**config.mk**
```make
export PLATFORM = sky130hd
export DESIGN_NAME = dsp_dual_bus_opcode_decoder
export DESIGN_NICKNAME = d
export VERILOG_FILES = /design/src/verilog/dsp_dec_pkg.sv /design/src/verilog/dsp_dual_bus_opcode_decoder.sv
export SDC_FILE = /design/constraint.sdc
export NUM_CORES = 1
export LEC_CHECK = 0
export BUFFER_PORTS_ARGS = -buffer_cell sky130_fd_sc_hd__clkbuf_2
export CAP_MARGIN = 20
export CORE_MARGIN = 8
export CORE_UTILIZATION = 35
export CTS_CLUSTER_DIAMETER = 80
export DETAILED_ROUTE_END_ITERATION = 7
export MAX_ROUTING_LAYER = met4
export PLACE_DENSITY = 0.55
export SETUP_SLACK_MARGIN = 0.1
export SLEW_MARGIN = 20
export SYNTH_ARGS = -nofsm -noshare
export SYNTH_HDL_FRONTEND = slang
export SYNTH_SLANG_ARGS = --single-unit
```
**constraint.sdc**
```tcl
create_clock -name clk -period 11.9 [get_ports clk]
set_clock_uncertainty 0.05 [all_clocks]
set_input_delay 2.38 -clock clk [delete_from_list [all_inputs] [get_ports clk]]
set_output_delay 2.38 -clock clk [all_outputs]
set_load 0.005 [all_outputs]
```
**src/verilog/dsp_dec_pkg.sv**
```systemverilog
// Package with constants, types and register map for the dual-bus opcode decoder.
//==============================================================================
// Overview of operation
// - A 24-bit word that matches no known pattern is flagged reserved and starts no operation.
// - Top bits 11 give an ALU/MAC with dual memory read and its nine fields.
// - Top bits 101 give an immediate data memory write with generator, value, index and modifier.
// - Top bits 100 give a direct-address data memory transfer with direction, group, address and register.
// - Top bits 011 give an ALU/MAC with a data memory transfer and its fields.
// - Top bits 0101 give an ALU/MAC with a program memory transfer and its fields.
// - A serviced interrupt n sends fetch to program memory word n, one of the lowest four.
// - After reset fetch begins at program memory address 004.
// - A non-zero length wraps post-modified addresses inside the buffer; zero length is linear.
// - An instruction touching both memories costs one extra cycle before the next fetch.
// - Inside a loop a cached dual-access instruction runs again without that extra cycle.
// - The rounding modifier on a MAC asks for a rounded result; signed-by-signed does not round.
package dsp_dec_pkg;
  //==============================================================================
  // Register map, byte addresses on the bus.
  localparam logic [7:0] REG_CTRL   = 8'h00;
  localparam logic [7:0] REG_STATUS = 8'h04;
  localparam logic [7:0] REG_INSTR  = 8'h08;
  localparam logic [7:0] REG_FIELDS = 8'h0c;
  localparam logic [7:0] REG_IMM    = 8'h10;
  localparam logic [7:0] REG_LTOP   = 8'h14;
  localparam logic [7:0] REG_LEND   = 8'h18;
  localparam logic [7:0] REG_LCOUNT = 8'h1c;
  localparam logic [7:0] REG_IRQ    = 8'h20;
  localparam logic [7:0] REG_DINDEX = 8'h24;
  localparam logic [7:0] REG_DLEN   = 8'h28;
  localparam logic [7:0] REG_DMOD   = 8'h2c;
  // Control bits and reset values.
  localparam int          CTRL_RUN  = 0;
  localparam int          CTRL_LOOP = 1;
  localparam logic [13:0] RESET_PC  = 14'h0004;
  localparam int          NUM_VEC   = 4;
  // Opcode patterns on the top bits.
  localparam logic [1:0] OP_DUAL   = 2'h3;
  localparam logic [2:0] OP_DM_IMM = 3'h5;
  localparam logic [2:0] OP_DM_DIR = 3'h4;
  localparam logic [2:0] OP_ALU_DM = 3'h3;
  localparam logic [3:0] OP_ALU_PM = 4'h5;
  // Function codes that carry the rounding and signed-by-signed modifiers.
  localparam logic [4:0] FN_MAC_ROUND = 5'h01;
  localparam logic [4:0] FN_MAC_SS  = 5'h03;

  typedef enum logic [2:0] {IT_RESERVED, IT_DUAL_READ, IT_DM_IMM, IT_DM_DIRECT, IT_ALU_DM, IT_ALU_PM} itype_t;

  typedef struct packed {
    itype_t      itype;
    logic [1:0]  pm_dest_sel;
    logic [1:0]  dm_dest_sel;
    logic [4:0]  alu_mac_function;
    logic [1:0]  y_operand_sel;
    logic [2:0]  x_operand_sel;
    logic [1:0]  pm_index;
    logic [1:0]  pm_modify;
    logic [1:0]  dm_index;
    logic [1:0]  dm_modify;
    logic        gen_sel;
    logic        dir_write;
    logic        result_dest;
    logic [3:0]  data_reg_sel;
    logic [1:0]  reg_group;
    logic [15:0] imm_data;
    logic [13:0] direct_addr;
    logic        round_modifier;
    logic        dual_access;
  } dec_t;
endpackage : dsp_dec_pkg

```
**src/verilog/dsp_dual_bus_opcode_decoder.sv**
```systemverilog
// Instruction fetch, opcode decode, address generator and Wishbone registers of the decoder.
`timescale 1ns/1ps
module dsp_dual_bus_opcode_decoder #(
  parameter int PC_W  = 14,
  parameter int DAG_W = 14
) (
  // Clock and reset.
  input  wire logic                 clk,
  input  wire logic                 rst_n,
  // Wishbone classic slave.
  input  wire logic                 wb_cyc,
  input  wire logic                 wb_stb,
  input  wire logic                 wb_we,
  input  wire logic [7:0]           wb_adr,
  input  wire logic [3:0]           wb_sel,
  input  wire logic [31:0]          wb_dat_w,
  output logic      [31:0]          wb_dat_r,
  output logic                      wb_ack,
  // Program memory fetch port.
  output logic      [PC_W-1:0]      pm_addr,
  output logic                      pm_rd,
  input  wire logic [23:0]          pm_data,
  // Decoded instruction towards datapath and memories.
  output dsp_dec_pkg::dec_t         dec,
  output logic                      dec_valid,
  output logic      [DAG_W-1:0]     dm_addr
);

  //==============================================================================
  // Elaboration checks.
  if (PC_W != 14) begin : g_bad_pc
    $error("PC_W must be 14 to hold the reset and vector addresses.");
  end
  if (DAG_W < 2 || DAG_W > 16) begin : g_bad_dag
    $error("DAG_W must lie between 2 and 16.");
  end

  // Number of interrupt lines, one pending bit each.
  localparam int NUM_VEC_W = dsp_dec_pkg::NUM_VEC;

  //==============================================================================
  // State.
  logic                   run;
  logic                   loop_active;
  logic [PC_W-1:0]        pc;
  logic [PC_W-1:0]        loop_top;
  logic [PC_W-1:0]        loop_end;
  logic [15:0]            loop_count_reg;
  logic [23:0]            instr;
  logic                   stall;
  logic                   cache_valid;
  logic [PC_W-1:0]        cache_addr;
  logic [NUM_VEC_W-1:0]   irq_pending;
  logic [DAG_W-1:0]       dag_index;
  logic [DAG_W-1:0]       dag_base;
  logic [DAG_W-1:0]       dag_len;
  logic [DAG_W-1:0]       dag_mod;
  logic                   reserved_seen;

  //==============================================================================
  // Decode of one word; pure function of the bits.
  function automatic dsp_dec_pkg::dec_t decode(input logic [23:0] w);
    dsp_dec_pkg::dec_t d;
    d = '0;
    d.itype = dsp_dec_pkg::IT_RESERVED;
    if (w[23:22] == dsp_dec_pkg::OP_DUAL) begin
      d.itype            = dsp_dec_pkg::IT_DUAL_READ;
      d.pm_dest_sel      = w[21:20];
      d.dm_dest_sel      = w[19:18];
      d.alu_mac_function = w[17:13];
      d.y_operand_sel    = w[12:11];
      d.x_operand_sel    = w[10:8];
      d.pm_index         = w[7:6];
      d.pm_modify        = w[5:4];
      d.dm_index         = w[3:2];
      d.dm_modify        = w[1:0];
      d.dual_access      = 1'b1;
    end else if (w[23:21] == dsp_dec_pkg::OP_DM_IMM) begin
      d.itype     = dsp_dec_pkg::IT_DM_IMM;
      d.gen_sel   = w[20];
      d.imm_data  = w[19:4];
      d.dm_index  = w[3:2];
      d.dm_modify = w[1:0];
      d.dir_write = 1'b1;
    end else if (w[23:21] == dsp_dec_pkg::OP_DM_DIR) begin
      d.itype        = dsp_dec_pkg::IT_DM_DIRECT;
      d.dir_write    = w[20];
      d.reg_group    = w[19:18];
      d.direct_addr  = w[17:4];
      d.data_reg_sel = w[3:0];
    end else if (w[23:21] == dsp_dec_pkg::OP_ALU_DM) begin
      d.itype            = dsp_dec_pkg::IT_ALU_DM;
      d.gen_sel          = w[20];
      d.dir_write        = w[19];
      d.result_dest      = w[18];
      d.alu_mac_function = w[17:13];
      d.y_operand_sel    = w[12:11];
      d.x_operand_sel    = w[10:8];
      d.data_reg_sel     = w[7:4];
      d.dm_index         = w[3:2];
      d.dm_modify        = w[1:0];
    end else if (w[23:20] == dsp_dec_pkg::OP_ALU_PM) begin
      d.itype            = dsp_dec_pkg::IT_ALU_PM;
      d.dir_write        = w[19];
      d.result_dest      = w[18];
      d.alu_mac_function = w[17:13];
      d.y_operand_sel    = w[12:11];
      d.x_operand_sel    = w[10:8];
      d.data_reg_sel     = w[7:4];
      d.pm_index         = w[3:2];
      d.pm_modify        = w[1:0];
    end
    // Only the rounding code asks for rounding; signed-by-signed leaves it clear.
    d.round_modifier = (d.itype != dsp_dec_pkg::IT_RESERVED) && (d.itype != dsp_dec_pkg::IT_DM_IMM) &&
                       (d.itype != dsp_dec_pkg::IT_DM_DIRECT) &&
                       (d.alu_mac_function == dsp_dec_pkg::FN_MAC_ROUND);
    return d;
  endfunction : decode

  //==============================================================================
  // Fetch control and bus decode.
  dsp_dec_pkg::dec_t next_dec;
  logic              fetch;
  logic              cache_hit;
  logic              wb_req;
  logic              wb_wr;
  logic              dm_step;
  logic [NUM_VEC_W-1:0] irq_set;
  logic [DAG_W-1:0]  next_index;

  assign next_dec  = decode(pm_data);
  // No fetch in the cycle after a dual-access word that misses the loop cache; the memories are still busy.
  assign fetch     = run && !stall;
  assign pm_rd     = fetch;
  assign pm_addr   = pc;
  assign cache_hit = loop_active && cache_valid && (cache_addr == pc);
  assign wb_req    = wb_cyc && wb_stb && !wb_ack;
  assign wb_wr     = wb_req && wb_we && wb_sel[0];
  assign dm_step   = fetch && ((next_dec.itype == dsp_dec_pkg::IT_DUAL_READ) ||
                               (next_dec.itype == dsp_dec_pkg::IT_DM_IMM) ||
                               (next_dec.itype == dsp_dec_pkg::IT_ALU_DM));
  assign irq_set   = (wb_wr && wb_adr == dsp_dec_pkg::REG_IRQ) ? wb_dat_w[NUM_VEC_W-1:0] : '0;
  assign dm_addr   = dag_index;

  //==============================================================================
  // Post-modify with modulus wrap; the trade-off is a single index register.
  always_comb begin
    logic [DAG_W:0] sum;
    logic [DAG_W:0] top;
    sum = {1'b0, dag_index} + {1'b0, dag_mod};
    top = {1'b0, dag_base} + {1'b0, dag_len};
    next_index = sum[DAG_W-1:0];
    if (dag_len != '0) begin
      if (dag_mod[DAG_W-1] && (sum[DAG_W-1:0] < dag_base)) begin
        next_index = DAG_W'(sum[DAG_W-1:0] + dag_len);
      end else if (!dag_mod[DAG_W-1] && (sum >= top)) begin
        next_index = DAG_W'(sum[DAG_W-1:0] - dag_len);
      end
    end
  end

  //==============================================================================
  // Run enable; the loop enable sits with the program counter.
  always_ff @(posedge clk) begin
    if (!rst_n) begin
      run <= 1'b0;
    end else if (wb_wr && wb_adr == dsp_dec_pkg::REG_CTRL) begin
      run <= wb_dat_w[dsp_dec_pkg::CTRL_RUN];
    end
  end

  //==============================================================================
  // Program counter, interrupt vectoring and hardware loop.
  always_ff @(posedge clk) begin
    if (!rst_n) begin
      pc             <= dsp_dec_pkg::RESET_PC;
      irq_pending    <= '0;
      loop_active    <= 1'b0;
      loop_count_reg <= '0;
    end else begin
      if (wb_wr && wb_adr == dsp_dec_pkg::REG_LCOUNT) begin
        loop_count_reg <= wb_dat_w[15:0];
      end
      if (wb_wr && wb_adr == dsp_dec_pkg::REG_CTRL) begin
        loop_active <= wb_dat_w[dsp_dec_pkg::CTRL_LOOP];
      end
      // A new request in the servicing cycle stays pending.
      irq_pending <= irq_pending | irq_set;
      if (fetch) begin
        if (irq_pending != '0) begin
          for (int i = NUM_VEC_W - 1; i >= 0; i--) begin
            if (irq_pending[i]) begin
              pc <= PC_W'(i);
            end
          end
          irq_pending <= (irq_pending & (irq_pending - 1'b1)) | irq_set;
        end else if (loop_active && pc == loop_end && loop_count_reg > 16'h0001) begin
          pc             <= loop_top;
          loop_count_reg <= loop_count_reg - 16'h0001;
        end else begin
          pc <= pc + 1'b1;
          if (loop_active && pc == loop_end) begin
            loop_active    <= 1'b0;
            loop_count_reg <= '0;
          end
        end
      end
    end
  end

  //==============================================================================
  // Loop bounds.
  always_ff @(posedge clk) begin
    if (!rst_n) begin
      loop_top <= '0;
      loop_end <= '0;
    end else if (wb_wr && wb_adr == dsp_dec_pkg::REG_LTOP) begin
      loop_top <= wb_dat_w[PC_W-1:0];
    end else if (wb_wr && wb_adr == dsp_dec_pkg::REG_LEND) begin
      loop_end <= wb_dat_w[PC_W-1:0];
    end
  end

  //==============================================================================
  // Decode register: fields leave together with the word that made them.
  always_ff @(posedge clk) begin
    if (!rst_n) begin
      instr         <= '0;
      dec           <= '0;
      dec_valid     <= 1'b0;
      reserved_seen <= 1'b0;
    end else begin
      dec_valid <= fetch;
      if (fetch) begin
        instr         <= pm_data;
        dec           <= next_dec;
        reserved_seen <= (next_dec.itype == dsp_dec_pkg::IT_RESERVED);
      end
    end
  end

  //==============================================================================
  // Dual-access stall and the one-entry loop cache.
  always_ff @(posedge clk) begin
    if (!rst_n) begin
      stall       <= 1'b0;
      cache_valid <= 1'b0;
      cache_addr  <= '0;
    end else begin
      stall <= fetch && next_dec.dual_access && !cache_hit;
      if (!loop_active) begin
        cache_valid <= 1'b0;
      end else if (fetch && next_dec.dual_access && !cache_hit) begin
        cache_valid <= 1'b1;
        cache_addr  <= pc;
      end
    end
  end

  //==============================================================================
  // Address generator registers; a bus write wins over a step.
  always_ff @(posedge clk) begin
    if (!rst_n) begin
      dag_index <= '0;
      dag_base  <= '0;
      dag_len   <= '0;
      dag_mod   <= '0;
    end else begin
      if (wb_wr && wb_adr == dsp_dec_pkg::REG_DINDEX) begin
        dag_index <= wb_dat_w[DAG_W-1:0];
        dag_base  <= wb_dat_w[DAG_W-1:0];
      end else if (dm_step) begin
        dag_index <= next_index;
      end
      if (wb_wr && wb_adr == dsp_dec_pkg::REG_DLEN) begin
        dag_len <= wb_dat_w[DAG_W-1:0];
      end
      if (wb_wr && wb_adr == dsp_dec_pkg::REG_DMOD) begin
        dag_mod <= wb_dat_w[DAG_W-1:0];
      end
    end
  end

  //==============================================================================
  // Wishbone answer: one wait state, unmapped reads return zero.
  always_ff @(posedge clk) begin
    if (!rst_n) begin
      wb_ack   <= 1'b0;
      wb_dat_r <= '0;
    end else begin
      wb_ack   <= wb_req;
      wb_dat_r <= '0;
      if (wb_req && !wb_we) begin
        case (wb_adr)
          dsp_dec_pkg::REG_CTRL:   wb_dat_r <= {30'h0, loop_active, run};
          dsp_dec_pkg::REG_STATUS: wb_dat_r <= {2'h0, pc, 10'h0, cache_valid, stall, reserved_seen, dec.itype};
          dsp_dec_pkg::REG_INSTR:  wb_dat_r <= {8'h0, instr};
          dsp_dec_pkg::REG_FIELDS: wb_dat_r <= {dec.pm_dest_sel, dec.dm_dest_sel, dec.alu_mac_function,
                                                dec.y_operand_sel, dec.x_operand_sel, dec.pm_index,
                                                dec.pm_modify, dec.dm_index, dec.dm_modify, dec.gen_sel,
                                                dec.dir_write, dec.result_dest, dec.data_reg_sel,
                                                dec.reg_group, dec.round_modifier};
          dsp_dec_pkg::REG_IMM:    wb_dat_r <= {2'h0, dec.direct_addr, dec.imm_data};
          dsp_dec_pkg::REG_LTOP:   wb_dat_r <= 32'(loop_top);
          dsp_dec_pkg::REG_LEND:   wb_dat_r <= 32'(loop_end);
          dsp_dec_pkg::REG_LCOUNT: wb_dat_r <= {16'h0, loop_count_reg};
          dsp_dec_pkg::REG_IRQ:    wb_dat_r <= 32'(irq_pending);
          dsp_dec_pkg::REG_DINDEX: wb_dat_r <= 32'(dag_index);
          dsp_dec_pkg::REG_DLEN:   wb_dat_r <= 32'(dag_len);
          dsp_dec_pkg::REG_DMOD:   wb_dat_r <= 32'(dag_mod);
          default:                 wb_dat_r <= '0;
        endcase
      end
    end
  end

endmodule : dsp_dual_bus_opcode_decoder
```
==> results of run 1 <==
[worst register-to-register path, delay by kind of cell (launching register included)]
| family | cells | cell delay, ns |
|---|---|---|
| AOI/OAI and AO/OA | 8 | 1.77 |
| xor gates and xnor gates | 1 | 0.49 |
| adders and majority gates | 3 | 0.97 |
| buffers and inverters | 1 | 0.06 |
| DFF | 1 | 0.45 |
| and+or+nand+nor | 7 | 1.85 |
[per-stage QoR]
stage	hold slack, ns	util	cell area, sq um	total power [mW]	instances
after detailed placement	0.400	0.384	16000	0.947	2483
after global placement	0.392	0.384	16000	0.947	2483
final	0.407	0.410	17100	1.97	2539
after CTS	0.409	0.410	17100	1.98	2539
after global routing	0.431	0.410	17100	2.02	2539
after floorplan	0.386	-	14700	0.915	1862
[power by group through the flow]
| stage | Combinational, mW | Clock [mW] | Sequential [mW] |
|---|---|---|---|
| finish | 0.0545 | 1.04 | 0.874 |
| global placement | 0.0536 | 0 | 0.893 |
| CTS | 0.0536 | 1.05 | 0.874 |
| floorplan | 0.0216 | 0 | 0.893 |
| detailed placement | 0.0534 | 0 | 0.893 |
| global route | 0.0572 | 1.09 | 0.874 |
[routing by layer]
metal | vias to the layer above | share of wire | global-route usage
li1 | 6923 | - | -
met1 | 7217 | 0.42 | 0.322
met2 | 636 | 0.47 | 0.402
met3 | 111 | 0.077 | 0.0243
met4 | 0 | 0.032 | 0.0768
met5 | - | 0 | -
[cells by family after synthesis]
| group | synth area share |
|---|---|
| flops | 0.355 |
| compound gates | 0.252 |
| simple gates | 0.208 |
| fa+ha+maj | 0.0758 |
| buf+inv | 0.0468 |
| mux | 0.0236 |
| xor+xnor | 0.0396 |
[cell usage after synthesis (all sizes together), types with 28 or more instances]
library cell    n  area, sq um
nand2         279         1050
dfxtp         261         5230
nor2          206          773
a21oi         190          966
clkbuf        103          387
a22oi          83          623
ha             82         1030
inv            60          225
o21ai          56          280
xnor2          46          403
nand3          34          170
a221oi         33          295
nor3           33          165
and2           28          175
mux2i          28          280
[path summary, 6_finish.rpt]
check                           startpoint           to  cells past startpoint
worst max-delay path            dm_addr[0]  dm_addr[10]                     20
worst min-delay path             instr[19]    instr[19]                      2
worst max register to register  dm_addr[0]  dm_addr[10]                     20
worst min register to register   instr[19]    instr[19]                      2
[final cells by class]
cell class                      count  area, sq um
Sequential cell                   261         5230
Inverter                           61          234
Tap cell                          539          674
Timing Repair Buffer              201         1050
Multi-Input combinational cell   1421         8840
Clock buffer                       45          898
Fill cell                        4326        24600
Clock inverter                     11          211
==> metrics.yaml, run 1 <==
run_status:
  status: "finished clean"
floorplan:
  dieHeight_um: 221
  floorplan.rows: 75
  chipWidth_um: 221
  design.portCount: 202
  die_area_sq_um: 48900
  initial_utilization: 0.353
  core_region_area_sq_um: 41800
worst_setup_path:
  cp_top_family: "simple AND/OR/NAND/NOR gates"
  cp_cell_sequence: "ha_1 > inv_1 > fa_1 > nor2b_1 > o2111ai_2 > a41oi_1 > a221oi_2 > a21bo_2 > nor2b_1 > xnor2_1 > ha_1 > a21o_1 > nand2_1 > nand3b_1 > or3_1 > or4_1 > and2_1 > o21a_1 > a221oi_1 > o32ai_1"
  critPathKind: "flop to flop"
  path_buf_inv: 1
  endpoint_kind: "flop"
  critical_path_cell_with_the_highest_stage_delay: "sky130_fd_sc_hd__or4_1"
  critPathArrivalTime_ns: 6.18
  critical_path_peak_fanout: 9
  max_stage_delay_ns: 0.61
  rrSetupSlack_ns: 6.11
  timing.critical_path.from_type: "flop"
  timing.critical_path.required_ns: 12.29
yosys:
  postSynth.topFlopCell: "sky130_fd_sc_hd__dfxtp_1"
  async_set_reset_flop_share_out_of_synthesis: 0
  synth_area_per_cell_sq_um: 7.91
  synth_fp_nets: 2021
  post_synthesis_register_bit_count: 261
  synth-edff-count: 0
  synth-seq-area-share: 0.355
  yosys_warnings: 0
  post_synth_instance_area_sq_um: 14700
  syn_inst: 1862
  yosysUniqueCellTypes: 89
timing:
  slew_violations: 0
  tightestPinTransition_ns: 1.00
  post-route-min-period_ns: 5.79
  timing.final.crit_share: 0.487
  timing.final.hold_violations: 0
  max_freq_mhz: 173
  final.setup.tns_ns: 0
  worst_slew_margin_rel: 0.334
  grt_setup_unrepaired: "no"
  setup-violations-final: 0
  setup_slack_ns: 6.11
clock_tree:
  clock_tree.htree_level_count: 1
  clock-root-buffer: "sky130_fd_sc_hd__clkbuf_16"
  cts.reportedPaths.clkPinSlew_ns: 0.06
  cts.sink_count: 261
  cts.hold.buffers_added: 0
  clk_latency_ns: 0.60
  post-cts-setup-buffer-count: 0
  cts_tree: "yes"
  cts_repair_resize_count: 0
  clk_path_buf_depth: 3
  cts_buffers: 31
power:
  power.sequential.fraction: 0.443
  combinationalPowerShare: 0.028
  swShare: 0.229
  internal_power_mw: 1.52
  power_density_nw_per_um2: 115
  static-leakage-power_nw: 6.81
  share_clk_of_total_power: 0.529
  vdd.ir_drop.worst_mv: 0.103
  switchingPower_uw: 452
cells_and_area:
  antenna-diode-count: 0
  biggestRegsByFlops: "dec (66), wb_dat_r (32), instr (24)"
  mostFrequentLayoutCells: "sky130_fd_sc_hd__nand2_1, sky130_fd_sc_hd__dfxtp_1, sky130_fd_sc_hd__nor2_1, sky130_fd_sc_hd__a21oi_1, sky130_fd_sc_hd__clkbuf_2"
  drive_above_1_share: 0.141
  max_flop_register: "dec"
  layout-area-overhead-vs-synth_pct: 16.3
  most_common_cell_after_layout_fill_and_taps_aside: "sky130_fd_sc_hd__nand2_1"
  largest_reg_flops: 66
  design.final.nets: 2136
detailed_routing:
  drt-total-wl_mm: 61.6
  post_drt_via_cell_ratio: 5.86
  drt-wirelength-per-cell_um: 24.2
  route.detailed.drc: 0
  drtPass1Iterations: 7
  routed-via-count: 14900
  drt-initial-drc-count: 1708
  ant_nets: 0
placement:
  numPortBuffers: 182
  place.gp.congestion: 0.901
  place_hpwl_mm: 45.3
  place_ws_ns: 6.13
global_route:
  globalRoute.totalOverflow: 0
  grt_start_max_net_pins: 80
  globalRouteTotalUtil: 0.247
  via_count_of_the_first_global_routing_pass: 14100
  antenna_found_initial: 0
  wire_length_of_the_first_global_routing_pass_mm: 92.0
run:
  timing.max_cap.violations: 0
min_path:
  hold_path.class: "flop to flop"
Note: power is estimated with default switching activity, not from simulation.
==> run 2: changes to the inputs <==
==> constraint.sdc (replaced) <==
create_clock -name clk -period 5.96 [get_ports clk]
set_clock_uncertainty 0.05 [all_clocks]
set_input_delay 1.192 -clock clk [delete_from_list [all_inputs] [get_ports clk]]
set_output_delay 1.192 -clock clk [all_outputs]
set_load 0.005 [all_outputs]
==> run 2 against run 1 <==
Net effect: flip-flop and latch count did not move; first-iteration DRC count fell by 18%; sequential share of layout area fell by 0.38 points; register-to-register slack got worse by 5.6 ns; final area rose by 1.3%; largest power group unchanged; highest routed layer unchanged.
==> metrics.yaml, run 2 (same netlist as run 1, synthesis figures left out) <==
run_status:
  status: "finished clean"
clock_tree:
  cts_tree: "yes"
  clk_path_buf_depth: 3  # unchanged
  clock-root-buffer: "sky130_fd_sc_hd__clkbuf_16"
  clock_tree.htree_level_count: 2  # +1
  cts.hold.buffers_added: 0  # unchanged
  clk_latency_ns: 0.55  # -0.05 ns
  cts_repair_resize_count: 0  # unchanged
  post-cts-setup-buffer-count: 0  # unchanged
  cts.sink_count: 261  # unchanged
  cts.reportedPaths.clkPinSlew_ns: 0.06  # about the same
  cts_buffers: 34  # +9.7%
worst_setup_path:
  worstRegToRegCells: 19  # -5.0%
  timing.critical_path.from_type: "flop"
  worstSetupEndpoint: "dm_addr[1]"
  critPathKind: "flop to flop"
  rr_endpoint: "dm_addr[1]"
  critPathArrivalTime_ns: 5.76  # -0.42 ns
  rrSetupSlack_ns: 0.54  # -5.57 ns
  regToRegStartpoint: "dag_mod[0]"
  endpoint_kind: "flop"
  timing_startpoint_of_the_critical_path: "dag_mod[0]"
  critical_path_peak_fanout: 10  # +1
  timing.critical_path.required_ns: 6.30  # -5.99 ns
detailed_routing:
  drt-wirelength-per-cell_um: 24.5  # +0.99%
  drt-initial-drc-count: 1408  # -18%
  post_drt_via_cell_ratio: 5.88  # +0.33%
  route.detailed.drc: 0  # unchanged
  drtPass1Iterations: 7  # unchanged
  ant_nets: 0  # unchanged
  routed-via-count: 15100  # +1.2%
  drt-total-wl_mm: 62.7  # +1.9%
placement:
  count_of_placed_standard_cells_including_taps: 2499  # +0.64%
  place_hpwl_mm: 46.0  # +1.5%
  numPortBuffers: 182  # unchanged
  place.gp.congestion: 0.953  # +5.8%
floorplan:
  core_region_area_sq_um: 41800  # unchanged
  design.portCount: 202  # unchanged
  die_area_sq_um: 48900  # unchanged
  chipWidth_um: 221  # unchanged
  floorplan.rows: 75  # unchanged
  initial_utilization: 0.353  # unchanged
  dieHeight_um: 221  # unchanged
timing:
  grt_setup_unrepaired: "no"
  slew_violations: 0  # unchanged
  setup-violations-final: 0  # unchanged
  final.setup.tns_ns: 0  # unchanged
  timing.final.hold_violations: 0  # unchanged
  worst_slew_margin_rel: 0.302  # -0.0315
  post-route-min-period_ns: 5.42  # -0.374 ns
  tightestPinTransition_ns: 1.05  # +0.0473 ns
  max_freq_mhz: 184  # +6.9%
  timing.final.crit_share: 0.909  # +0.423
cells_and_area:
  utilization: 0.415  # +0.00518
  mostFrequentLayoutCells: "sky130_fd_sc_hd__nand2_1, sky130_fd_sc_hd__dfxtp_1, sky130_fd_sc_hd__nor2_1, sky130_fd_sc_hd__a21oi_1, sky130_fd_sc_hd__clkbuf_2"
  layout.cells.non_filler: 2562  # +0.91%
  n_fill_cell: 4332  # +0.14%
  max_flop_register: "dec"
  biggestRegsByFlops: "dec (66), wb_dat_r (32), instr (24)"
  most_common_cell_after_layout_fill_and_taps_aside: "sky130_fd_sc_hd__nand2_1"
  design.final.nets: 2155  # +0.89%
  largest_reg_flops: 66  # unchanged
  layout-area-overhead-vs-synth_pct: 17.8
  drive_above_1_share: 0.150  # +0.00950
power:
  static-leakage-power_nw: 6.94  # +2.0%
  vdd.ir_drop.worst_mv: 0.226  # +120%
  power_density_nw_per_um2: 233  # +100%
min_path:
  hold_path.class: "flop to flop"
  hold-path-cell-count: 2  # unchanged
global_route:
  globalRoute.totalOverflow: 0  # unchanged
  wire_length_of_the_first_global_routing_pass_mm: 93.8  # +1.9%
  grt_start_max_net_pins: 192  # +140%
  globalRouteTotalUtil: 0.254  # +0.00683
  antenna_found_initial: 3  # +3
  via_count_of_the_first_global_routing_pass: 14400  # +1.7%
run:
  timing.max_cap.violations: 0  # unchanged
run 2: cell types whose count changed in the layout (fill, tap and decap cells not counted):
cell                         before  now
sky130_fd_sc_hd__buf_4           19   34
sky130_fd_sc_hd__clkbuf_16       31   35
sky130_fd_sc_hd__clkinv_2         1    4
sky130_fd_sc_hd__diode_2          0    3
sky130_fd_sc_hd__clkbuf_1         7    5
sky130_fd_sc_hd__inv_6            3    5
sky130_fd_sc_hd__buf_12           0    1
sky130_fd_sc_hd__bufinv_16        5    4
sky130_fd_sc_hd__clkinvlp_4       1    0
sky130_fd_sc_hd__inv_8            1    0
run 2: metrics by stage:
step	cell area, sq um	worst slack [ns]	hold WS [ns]	total power, mW
after floorplan	14700	1.17	0.386	1.83
after detailed placement	16200	0.650	0.400	1.89
final	17300	0.540	0.405	4.05
after global placement	16100	0.629	0.392	1.89
after CTS	17300	0.587	0.408	4.09
after global routing	17300	0.297	0.427	4.16
run 2: report_power, final:
part / internal, mW / switching [mW] / leakage (nW)
Clock: 1.35 / 0.848 / 0.588
Combinational: 0.0228 / 0.0865 / 4.25
Sequential: 1.75 / 0.000397 / 2.10
Total: 3.12 / 0.935 / 6.94
run 2: routing by layer:
layer  vias up  global-route usage  wire (um)
met4         0               0.104       2770
met1      7306               0.329      27200
met3       148              0.0337       4210
met2       634               0.396      28500
met5         -                   -          0
li1       6983                   -          -
run 2: layout make-up:
| type | count | area, sq um | share of cell area |
|---|---|---|---|
| sequential | 261 | 5230 | 0.301 |
| tap | 539 | 674 | 0.0389 |
| clock buffer | 47 | 991 | 0.0571 |
| antenna | 3 | 7.51 | 0.000433 |
| clock inverter | 13 | 195 | 0.0113 |
| multi-input combinational | 1421 | 8840 | 0.509 |
| inverter | 61 | 234 | 0.0135 |
| timing repair buffer | 217 | 1190 | 0.0684 |
run 2: worst max-delay path, stage by stage, from the launching register on:
cell                        delay (ns)
sky130_fd_sc_hd__dfxtp_1          0.43
sky130_fd_sc_hd__ha_1             0.20
sky130_fd_sc_hd__inv_1            0.05
sky130_fd_sc_hd__fa_1             0.40
sky130_fd_sc_hd__nor2b_1          0.20
sky130_fd_sc_hd__o2111ai_2        0.17
sky130_fd_sc_hd__a41oi_1          0.40
sky130_fd_sc_hd__a221oi_2         0.15
sky130_fd_sc_hd__a21bo_2          0.24
sky130_fd_sc_hd__nor2b_1          0.15
sky130_fd_sc_hd__xnor2_1          0.23
sky130_fd_sc_hd__ha_1             0.29
sky130_fd_sc_hd__a21o_1           0.16
sky130_fd_sc_hd__nand2_1          0.06
sky130_fd_sc_hd__nand3b_1         0.12
sky130_fd_sc_hd__or3_1            0.35
sky130_fd_sc_hd__or4_1            0.60
sky130_fd_sc_hd__nand2_1          0.43
sky130_fd_sc_hd__nor3_1           0.10
sky130_fd_sc_hd__o31ai_1          0.47
run 2: how the worst min path moves through the flow:
stage                            to  startpoint
after global placement    instr[19]   instr[19]
after CTS                  instr[2]    instr[2]
final                     instr[13]   instr[13]
after global routing       instr[2]    instr[2]
after floorplan            instr[6]    instr[6]
after detailed placement   instr[2]    instr[2]
